`config.mk`:
```
export PLATFORM = sky130hd
export DESIGN_NAME = qdc_serial_dac_ctrl
export DESIGN_NICKNAME = d
export VERILOG_FILES = /design/src/logic/qdc_pkg.sv /design/src/logic/qdc_serial_dac_ctrl.sv
export SDC_FILE = /design/constraint.sdc
export NUM_CORES = 1
export LEC_CHECK = 0
export ABC_AREA = 1
export BUFFER_PORTS_ARGS = -buffer_cell sky130_fd_sc_hd__buf_2
export CAP_MARGIN = 20
export CORE_ASPECT_RATIO = 2
export CORE_UTILIZATION = 40
export CTS_CLUSTER_DIAMETER = 100
export DETAILED_ROUTE_END_ITERATION = 7
export GPL_TIMING_DRIVEN = 0
export PLACE_DENSITY_LB_ADDON = 0.25
export SLEW_MARGIN = 20
export SYNTH_ARGS = -nofsm -noshare
export SYNTH_HDL_FRONTEND = slang
export SYNTH_SLANG_ARGS = --single-unit
```
`constraint.sdc`:
```
create_clock -name i_clk -period 2.3 [get_ports i_clk]
set_input_delay 0.115 -clock i_clk [delete_from_list [all_inputs] [get_ports i_clk]]
set_output_delay 0.115 -clock i_clk [all_outputs]
set_load 0.02 [all_outputs]
```
`src/logic/qdc_pkg.sv`:
```
package qdc_pkg;

   localparam int WORD_W     = 12;
   localparam int DATA_W     = 8;
   localparam int CH_N       = 4;
   localparam int FIFO_DEPTH = 4;

   // Word layout, first bit shifted sits in the top field
   typedef struct packed {
      logic [1:0]        channel_select;
      logic [1:0]        command_bit;
      logic [DATA_W-1:0] sample;
   } qdc_word_s;

   typedef struct packed {
      logic sclk;
      logic din;
      logic select_n;
      logic dac_load_strobe_n;
      logic clear_all_n;
      logic shutdown_permit;
   } qdc_pins_s;

   typedef enum logic {QDC_PH_FALL, QDC_PH_RISE} qdc_phase_e;

   typedef logic [CH_N-1:0][DATA_W-1:0] qdc_bank_t;

   localparam qdc_pins_s PINS_IDLE = '{sclk: 1'b0, din: 1'b0,
      select_n: 1'b1, dac_load_strobe_n: 1'b1, clear_all_n: 1'b1,
      shutdown_permit: 1'b0};

   localparam logic [1:0] CMD_LOAD_IN  = 2'h1;
   localparam logic [1:0] CMD_LOAD_UPD = 2'h3;
   localparam logic [3:0] OP_IDLE      = 4'h0;
   localparam logic [3:0] OP_USER_LO   = 4'h2;
   localparam logic [3:0] OP_SW_UPDATE = 4'h4;
   localparam logic [3:0] OP_USER_HI   = 4'h6;
   localparam logic [3:0] OP_LOAD_ALL  = 4'h8;
   localparam logic [3:0] OP_PH_FALL   = 4'ha;
   localparam logic [3:0] OP_SHDN      = 4'hc;
   localparam logic [3:0] OP_PH_RISE   = 4'he;

   localparam qdc_bank_t  BANK_RESET  = '0;
   localparam logic       USER_RESET  = 1'b0;
   localparam qdc_phase_e PHASE_RESET = QDC_PH_FALL;

endpackage : qdc_pkg

```
`src/logic/qdc_serial_dac_ctrl.sv`:
```
`timescale 1ns/100ps

////////////////////////////////////////////////////////////////////////////
module qdc_fifo
#(
   parameter int W     = 12,
   parameter int DEPTH = 4
)
(
   // Clock and reset
   input  wire logic         i_clk,
   input  wire logic         i_reset,
   // Filling side
   input  wire logic         i_valid,
   output logic              o_ready,
   input  wire logic [W-1:0] i_data,
   // Draining side
   output logic              o_valid,
   input  wire logic         i_ready,
   output logic [W-1:0]      o_data
);
   localparam int AW = (DEPTH > 1) ? $clog2(DEPTH) : 1;

   logic [W-1:0]  mem_r [DEPTH];
   logic [AW-1:0] wr_ptr_r;
   logic [AW-1:0] rd_ptr_r;
   logic [AW:0]   count_r;
   logic          push;
   logic          pop;

   assign o_ready = (count_r != (AW+1)'(DEPTH));
   assign o_valid = (count_r != '0);
   assign o_data  = mem_r[rd_ptr_r];
   assign push    = i_valid & o_ready;
   assign pop     = o_valid & i_ready;

   function automatic logic [AW-1:0] bump(input logic [AW-1:0] p);
      bump = (p == (AW)'(DEPTH-1)) ? '0 : p + (AW)'(1);
   endfunction : bump

   always_ff @(posedge i_clk)
   begin
      if (push)
      begin
         mem_r[wr_ptr_r] <= i_data;
      end
   end

   always_ff @(posedge i_clk)
   begin
      if (i_reset)
      begin
         wr_ptr_r <= '0;
         rd_ptr_r <= '0;
         count_r  <= '0;
      end
      else
      begin
         if (push)
         begin
            wr_ptr_r <= bump(wr_ptr_r);
         end
         if (pop)
         begin
            rd_ptr_r <= bump(rd_ptr_r);
         end
         count_r <= count_r + (AW+1)'(push) - (AW+1)'(pop);
      end
   end

endmodule : qdc_fifo

////////////////////////////////////////////////////////////////////////////
module qdc_serial_dac_ctrl
#(
   parameter int FIFO_DEPTH_P = qdc_pkg::FIFO_DEPTH
)
(
   // Clock and reset
   input  wire logic              i_clk,
   input  wire logic              i_reset,
   // Device pins, all asynchronous to i_clk
   input  wire qdc_pkg::qdc_pins_s i_pins,
   // Serial output toward the next chained device
   output logic                   o_dout,
   // Converter state
   output qdc_pkg::qdc_bank_t     o_dac,
   output logic                   o_shutdown,
   output logic                   o_user_logic_output,
   output logic                   o_phase_rising,
   // Command buffer full, a word arriving now is lost
   output logic                   o_word_busy
);
   import qdc_pkg::*;

   qdc_pins_s  meta_r;
   qdc_pins_s  pin_s;
   logic       sclk_prev_r;
   logic       sel_prev_r;
   logic       sclk_rise;
   logic       sclk_fall;
   logic       sel_rise;
   logic       active;

   logic [WORD_W-1:0] shift_r;
   logic              lag_bit_r;

   logic              fifo_ready;
   logic              fifo_valid;
   logic [WORD_W-1:0] fifo_data;
   logic              exec_ready;
   logic              pop;
   qdc_word_s         word;
   logic [3:0]        op;

   qdc_bank_t  in_r;
   qdc_bank_t  in_nxt;
   qdc_phase_e phase_r;

   function automatic logic is_update(input logic [3:0] code);
      is_update = (code[1:0] == CMD_LOAD_UPD) || (code == OP_SW_UPDATE)
         || (code == OP_PH_RISE) || (code == OP_PH_FALL);
   endfunction : is_update

   function automatic logic loads_input(input logic [1:0] cb);
      loads_input = (cb == CMD_LOAD_IN) || (cb == CMD_LOAD_UPD);
   endfunction : loads_input

   /////////////////////////////////////////////////////////////////////////
   // Two-stage synchroniser; edges are found on the second stage only
   always_ff @(posedge i_clk)
   begin
      if (i_reset)
      begin
         meta_r <= PINS_IDLE;
         pin_s  <= PINS_IDLE;
      end
      else
      begin
         meta_r <= i_pins;
         pin_s  <= meta_r;
      end
   end

   always_ff @(posedge i_clk)
   begin
      if (i_reset)
      begin
         sclk_prev_r <= PINS_IDLE.sclk;
         sel_prev_r  <= PINS_IDLE.select_n;
      end
      else
      begin
         sclk_prev_r <= pin_s.sclk;
         sel_prev_r  <= pin_s.select_n;
      end
   end

   assign sclk_rise = pin_s.sclk & ~sclk_prev_r;
   assign sclk_fall = ~pin_s.sclk & sclk_prev_r;
   assign sel_rise  = pin_s.select_n & ~sel_prev_r;
   assign active    = ~pin_s.select_n;

   /////////////////////////////////////////////////////////////////////////
   // Serial shift register
   always_ff @(posedge i_clk)
   begin
      if (i_reset)
      begin
         shift_r <= '0;
      end
      else if (active && sclk_rise)
      begin
         shift_r <= {shift_r[WORD_W-2:0], pin_s.din};
      end
   end

   /////////////////////////////////////////////////////////////////////////
   // Serial output; the half-clock lag of falling mode needs a held bit
   always_ff @(posedge i_clk)
   begin
      if (i_reset)
      begin
         lag_bit_r <= 1'b0;
      end
      else if (active && sclk_rise)
      begin
         lag_bit_r <= shift_r[WORD_W-1];
      end
   end

   always_ff @(posedge i_clk)
   begin
      if (i_reset)
      begin
         o_dout <= 1'b0;
      end
      else if (active)
      begin
         if (sclk_rise && phase_r == QDC_PH_RISE)
         begin
            o_dout <= shift_r[WORD_W-1];
         end
         else if (sclk_fall && phase_r == QDC_PH_FALL)
         begin
            o_dout <= lag_bit_r;
         end
      end
   end

   /////////////////////////////////////////////////////////////////////////
   // Words wait here so a burst of select edges is not lost while clear
   // holds the executor; the drain stalls for as long as clear is low
   qdc_fifo #(
      .W     (WORD_W),
      .DEPTH (FIFO_DEPTH_P)
   ) u_fifo (
      .i_clk   (i_clk),
      .i_reset (i_reset),
      .i_valid (sel_rise),
      .o_ready (fifo_ready),
      .i_data  (shift_r),
      .o_valid (fifo_valid),
      .i_ready (exec_ready),
      .o_data  (fifo_data)
   );

   assign exec_ready = pin_s.clear_all_n;
   assign pop        = fifo_valid & exec_ready;
   assign word       = qdc_word_s'(fifo_data);
   assign op         = {word.channel_select, word.command_bit};

   always_ff @(posedge i_clk)
   begin
      if (i_reset)
      begin
         o_word_busy <= 1'b0;
      end
      else
      begin
         o_word_busy <= ~fifo_ready;
      end
   end

   /////////////////////////////////////////////////////////////////////////
   // Input registers
   always_comb
   begin
      in_nxt = in_r;
      if (pop && loads_input(word.command_bit))
      begin
         in_nxt[word.channel_select] = word.sample;
      end
   end

   always_ff @(posedge i_clk)
   begin
      if (i_reset || !pin_s.clear_all_n)
      begin
         in_r <= BANK_RESET;
      end
      else
      begin
         in_r <= in_nxt;
      end
   end

   /////////////////////////////////////////////////////////////////////////
   // DAC registers; transparency lags the input register by one cycle
   always_ff @(posedge i_clk)
   begin
      if (i_reset || !pin_s.clear_all_n)
      begin
         o_dac <= BANK_RESET;
      end
      else if (pop && op == OP_LOAD_ALL)
      begin
         o_dac <= {CH_N{word.sample}};
      end
      else if (pop && is_update(op))
      begin
         o_dac <= in_nxt;
      end
      else if (!pin_s.dac_load_strobe_n)
      begin
         o_dac <= in_r;
      end
   end

   /////////////////////////////////////////////////////////////////////////
   // Shutdown, user output and output phase
   always_ff @(posedge i_clk)
   begin
      if (i_reset)
      begin
         o_shutdown <= 1'b0;
      end
      else if (pop)
      begin
         case (op)
            OP_SHDN:
            begin
               if (pin_s.shutdown_permit)
               begin
                  o_shutdown <= 1'b1;
               end
            end
            OP_SW_UPDATE, OP_LOAD_ALL:
            begin
               o_shutdown <= 1'b0;
            end
            default:
            begin
               o_shutdown <= o_shutdown;
            end
         endcase
      end
   end

   always_ff @(posedge i_clk)
   begin
      if (i_reset)
      begin
         o_user_logic_output <= USER_RESET;
      end
      else if (pop && op == OP_USER_LO)
      begin
         o_user_logic_output <= 1'b0;
      end
      else if (pop && op == OP_USER_HI)
      begin
         o_user_logic_output <= 1'b1;
      end
   end

   always_ff @(posedge i_clk)
   begin
      if (i_reset)
      begin
         phase_r <= PHASE_RESET;
      end
      else if (pop && op == OP_PH_RISE)
      begin
         phase_r <= QDC_PH_RISE;
      end
      else if (pop && op == OP_PH_FALL)
      begin
         phase_r <= QDC_PH_FALL;
      end
   end

   always_ff @(posedge i_clk)
   begin
      if (i_reset)
      begin
         o_phase_rising <= 1'b0;
      end
      else
      begin
         o_phase_rising <= (phase_r == QDC_PH_RISE);
      end
   end
endmodule : qdc_serial_dac_ctrl

```
==> flow_summary.yaml, run 1 <==
outcome:
  status: "finished clean"
power_and_ir_drop:
  p_per_area_mw_per_mm2: 1530
  switching_share_pct: 42.5
  seqPwrFrac_pct: 29.6
  clkPwrFrac_pct: 25.3
  p_int_mw: 6.84
  irDropWorstVdd_uv: 544
  comb_power_share_pct: 45.1
  leakage_nw: 3.56
  p_switching_mw: 5.06
  p_total_mw: 11.9
grt:
  grt_pass1_wl_mm: 25.4
  antenna_found_initial: 0
  grt.overflow.total: 0
  grtUsageMet2_pct: 41.0
  grt_max_degree: 17
  grt_usage_pct: 20.1
  grt_busiest_layer: "met2"
  grt_pass1_vias: 4984
  met1_usage_pct: 16.7
  met3_usage_pct: 3.68
floorplan:
  die_w_um: 92.7
  ios: 45
  die_y_um: 183
  num_rows: 66
  fp.coreArea_mm2: 0.0162
  start_util_pct: 40.7
  die_area_mm2: 0.0170
timing:
  finalCritPeriodShare_pct: 92.7
  setup_tns_ns: 0
  tightest_slew_ns: 0.731
  rsz0062_at_grt: "false"
  setup_viol: 0
  slew_headroom_pct: 51.2
  skew_ns: 0.00799
  worst_slack_ns: 0.169
  finalHoldViolations: 0
  hold_ws_ns: 0.400
  timing.fmax_ghz: 0.469
  drv_slew: 0
  final.min_clock_period_ns: 2.13
placed_design:
  io_buffer_count: 44
  globalplace.congestion: 0.882
  dp_worst_setup_slack_ns: -0.108
  placed_cell_area_mm2: 0.00707
  dp_hpwl_mm: 12.2
clocking:
  path_clk_slew_ns: 0.06
  cts_setup_buffers: 0
  cts_buffer_depth: 2
  clk_latency_ns: 0.43
  clock-root-buffer: "clkbuf_16"
  numCtsBuffers: 17
  cts_tree: "done"
  cts.sinks: 154
  h-tree-depth: 4
critical_path:
  max_stage_delay_ns: 0.43
  cpMostUsedCell: "nor2_8"
  path_cells: "clkbuf_4, nand3_2, nand2_2, nand3_4, nor2_8, nor2_8, a21boi_1, a21oi_1"
  cp_data_required_time_ns: 2.60
  crit_type: "flop to flop"
  path_buf_inv: 1
  cp-end-kind: "flop"
  critPathMaxFanout: 10
  critPathArrivalTime_ns: 2.43
  crit_family: "simple AND/OR/NAND/NOR gates"
  cp_slowest_cell: "dfxtp_1"
  cp-start-kind: "flop"
run:
  cap_violations: 0
layout:
  drive_gt1_share_pct: 16.5
  area_delta_synth_final_pct: 18.3
  insertedDiodeCount: 0
  stdcell_area_mm2: 0.00779
  fin_nets: 874
detailed_routing:
  drt_iter0_markers: 163
  drtAntennaViolNets: 0
  vias: 5195
  drtPass1Iterations: 4
  wire_per_inst_um: 14.9
  vias_per_cell: 4.83
  drt_drc_violations_left: 0
  finalWirelength_mm: 16.0
yosys:
  yosysUniqueCellTypes: 34
  synth_edf_count: 48
  synth_top_area_share_pct: 32.2
  ys_seq_elements: 154
  synth-async-reset-ratio_pct: 0
  syn_inst: 789
  synth_area_mm2: 0.00659
  yosysMostFrequentCell: "nand2_1"
  yosys.area.top_type: "dfxtp_1"
  synth.area.top_cells: "dfxtp_1 (32%), edfxtp_1 (22%), nand2_1 (11%), nand3_1 (5.0%), inv_1 (5.0%)"
  ys_seq_area_share_pct: 54.1
  syn-mean-instance-area_um2: 8.35
  ys.warnings.count: 0
  synth_fp_nets: 805
  synth_flop_cell: "dfxtp_1"
  ys_top_cells_by_count: "nand2_1 (200), dfxtp_1 (106), inv_1 (87), nor2_1 (78), nand3_1 (66)"
worst_hold_path:
  min_path_type: "primary input to flop"
[final timing paths]
path / from / to / slack, ns / depth (start not counted)
worst min register to register: meta_r[3] / pin_s[3] / 0.41 / 1
worst max-delay path: flop / o_dac[0] / 0.17 / 8
worst max register to register: flop / o_dac[0] / 0.17 / 8
worst min-delay path: i_pins[3] / meta_r[3] / 0.40 / 3
[registers in the layout, indices dropped and copies added, names as in the netlist, 2 cells and up, named ones only]
name / cells
u_fifo.wr_ptr_r: 2
meta_r: 6
o_dac: 32
u_fifo.rd_ptr_r: 2
u_fifo.mem_r: 48
shift_r: 12
in_r: 32
u_fifo.count_r: 3
pin_s: 5
[layer usage]
layer	wire [µm]	vias up
met5	0	-
met1	5230	2398
met3	408	41
met2	9440	84
met4	914	0
li1	-	2672
[power by group through the flow]
stage	Clock [mW]	Combinational, mW	Sequential, mW
2_1_floorplan	0	3.60	3.85
3_3_place_gp	0	5.29	3.57
3_5_place_dp	0	5.35	3.58
4_1_cts	3.04	5.41	3.53
5_1_grt	3.14	5.99	3.58
6_report	3.01	5.37	3.52
[area by class of cell]
cell class / count / area, µm²
timing repair buffer: 51 / 290
inverter: 93 / 352
sequential: 154 / 3560
fill: 1634 / 8390
buffer: 34 / 226
multi-input combinational: 507 / 2470
tap: 204 / 255
clock buffer: 18 / 450
clock inverter: 14 / 185
[cell families (layout without fill, tap and decap cells)]
kind of cell	count (synthesis)	in the layout	share of synthesized area, %
fa+ha+maj	8	8	1.63
xor+xnor	2	2	0.266
compound gates	122	122	9.99
simple gates	375	375	25.2
flops	154	154	54.1
buf+inv	128	210	8.78
[cell usage in the layout, fill, tap and decap left out, drive strengths merged]
cell type    instances
fa                   1
or2                  7
nand2              210
nor3                 2
o211a                1
clkbuf              31
a211oi               2
dlygate4sd3          7
edfxtp              48
a311oi               1
nand3               71
xor2                 2
a21oi               41
dfxtp              106
a32o                 1
a31oi                1
clkinvlp             2
bufinv               3
buf                 65
clkinv               4
ha                   7
o21ai               67
inv                 98
nor2                85
a21boi               8
[worst min-delay path, stage by stage]
cell and delay, ns:
dlygate4sd3_1 0.52, buf_2 0.09, or2_2 0.08
[timing repair]
item / 4_1_cts / 5_1_grt
hold buffers: 7 / 0
setup endpoints to repair: 6 / 18
gates resized for setup: 2 / 5
endpoints found under the hold margin: 7 / 0
[stage by stage]
step	utilization, %	instances
2_1_floorplan	-	789
3_3_place_gp	43.6	1037
3_5_place_dp	43.7	1037
4_1_cts	48.1	1076
5_1_grt	48.1	1075
6_report	48.1	1075
Note: power is estimated with default switching activity, not from simulation.
==> inputs of run 2 (changes only) <==
--- a/config.mk
+++ b/config.mk
@@ -13,7 +13,7 @@
 export CTS_CLUSTER_DIAMETER = 100
 export DETAILED_ROUTE_END_ITERATION = 7
 export GPL_TIMING_DRIVEN = 0
-export PLACE_DENSITY_LB_ADDON = 0.25
+export PLACE_DENSITY = 0.61
 export SLEW_MARGIN = 20
 export SYNTH_ARGS = -nofsm -noshare
 export SYNTH_HDL_FRONTEND = slang
==> flow_summary.yaml, run 2 (synthesis results as in run 1) <==
layout:
  insertedDiodeCount: 0
  multi_input_area_mm2: 0.00247
  mostFrequentLayoutCells: "nand2_1 (200), dfxtp_1 (105), inv_1 (87)"
  fillers: 1620
  top_register: "u_fifo.mem_r"
  layout_commonest_cell: "nand2_1"
  area_delta_synth_final_pct: 18.8
  stdcell_area_mm2: 0.00782
  layout.area.seq_mm2: 0.00356
  drive_gt1_share_pct: 16.3
  fin_nets: 875
  top_regs: "u_fifo.mem_r: 48 flops, in_r: 32 flops, o_dac: 32 flops"
  largest_reg_flops: 48
detailed_routing:
  finalWirelength_mm: 15.9
  vias_per_cell: 4.83
  drtAntennaViolNets: 0
  drtPass1Iterations: 5
  drt_drc_violations_left: 0
  drt_iter0_markers: 192
  wire_per_inst_um: 14.8
  vias: 5199
placed_design:
  dp_hpwl_mm: 11.9
  globalplace.congestion: 0.867
  io_buffer_count: 44
  placed_cell_area_mm2: 0.00707
clocking:
  h-tree-depth: 4
  cts_tree: "done"
  numCtsBuffers: 17
  path_clk_slew_ns: 0.06
  clk_latency_ns: 0.43
  cts.sinks: 154
  cts_buffer_depth: 2
  clock-root-buffer: "clkbuf_16"
timing:
  setup_viol: 0
  final.min_clock_period_ns: 2.13
  rsz0062_at_grt: "false"
  finalCritPeriodShare_pct: 92.6
  tightest_slew_ns: 0.761
  slew_headroom_pct: 49.2
  hold_ws_ns: 0.400
  skew_ns: 0.00964
  timing.fmax_ghz: 0.470
  drv_slew: 0
  setup_tns_ns: 0
  finalHoldViolations: 0
floorplan:
  num_rows: 66
  die_w_um: 92.7
  die_area_mm2: 0.0170
  ios: 45
  die_y_um: 183
  fp.coreArea_mm2: 0.0162
  start_util_pct: 40.7
critical_path:
  critPathMaxFanout: 10
  critPathArrivalTime_ns: 2.42
  crit_type: "flop to flop"
  cp-start-kind: "flop"
  cp-end-kind: "flop"
  cp_data_required_time_ns: 2.59
grt:
  grt_usage_pct: 20.4
  antenna_found_initial: 0
  grt.overflow.total: 0
  grt_pass1_wl_mm: 26.0
  grt_pass1_vias: 5024
  grt_max_degree: 17
power_and_ir_drop:
  p_per_area_mw_per_mm2: 1530
  leakage_nw: 3.58
  irDropWorstVdd_uv: 565
run:
  cap_violations: 0
outcome:
  status: "finished clean"
worst_hold_path:
  min_path_type: "primary input to flop"
==> run 2: layer usage <==
layer	vias up	part of all wire, %	GRT usage, %
met5	-	0	0
met4	0	4.2	11.6
met3	35	2.5	3.56
met2	106	59	41.3
met1	2386	34	18.2
li1	2672	-	-
==> run 2: path summary, 6_finish.rpt <==
kind | start | endpoint | slack (ns) | cells after the start
max | flop | o_dac[0] | 0.17 | 10
min | i_pins[3] | meta_r[3] | 0.40 | 3
min reg2reg | meta_r[5] | pin_s[5] | 0.40 | 2
max reg2reg | flop | o_dac[0] | 0.17 | 10
==> run 2: through the flow <==
stage / total power, mW / util (%) / std cells / worst slack (ns)
detailed placement: 8.90 / 43.7 / 1037 / 0.0618
CTS: 12.0 / 48.2 / 1076 / 0.0554
floorplan: 7.45 / - / 789 / 0.400
finish: 12.0 / 48.3 / 1076 / 0.171
global placement: 8.83 / 43.6 / 1037 / 0.0371
global route: 12.9 / 48.3 / 1076 / 0.0107
==> run 2: layout make-up <==
class	count	share of cell area [%]
plain buffers	35	2.97
inverters	93	4.49
clock inverters	14	2.77
clock buffers	18	5.61
flip-flops and latches	154	45.6
well taps	204	3.26
multi-input cells	507	31.6
repair buffers	51	3.71
==> run 2: timing repair <==
action / 4_1_cts / 5_1_grt
hold buffers: 7 / 0
resized for setup: 0 / 9
endpoints found under the hold margin: 7 / 0
endpoints found under the setup margin: 0 / 23
setup buffers: 0 / 0
==> run 2: power by group <==
part	switching, mW	internal (mW)
clock network	1.14	1.96
registers	0.222	3.30
logic	3.62	1.75
==> run 2: worst max-delay path: stages (launching register included) <==
cell	delay [ns]
dfxtp_1	0.30
buf_6	0.13
buf_6	0.14
clkbuf_1	0.26
nand2_1	0.12
nand3_1	0.09
nand2_1	0.12
inv_1	0.13
nand2_1	0.11
a21boi_1	0.44
a21oi_1	0.15
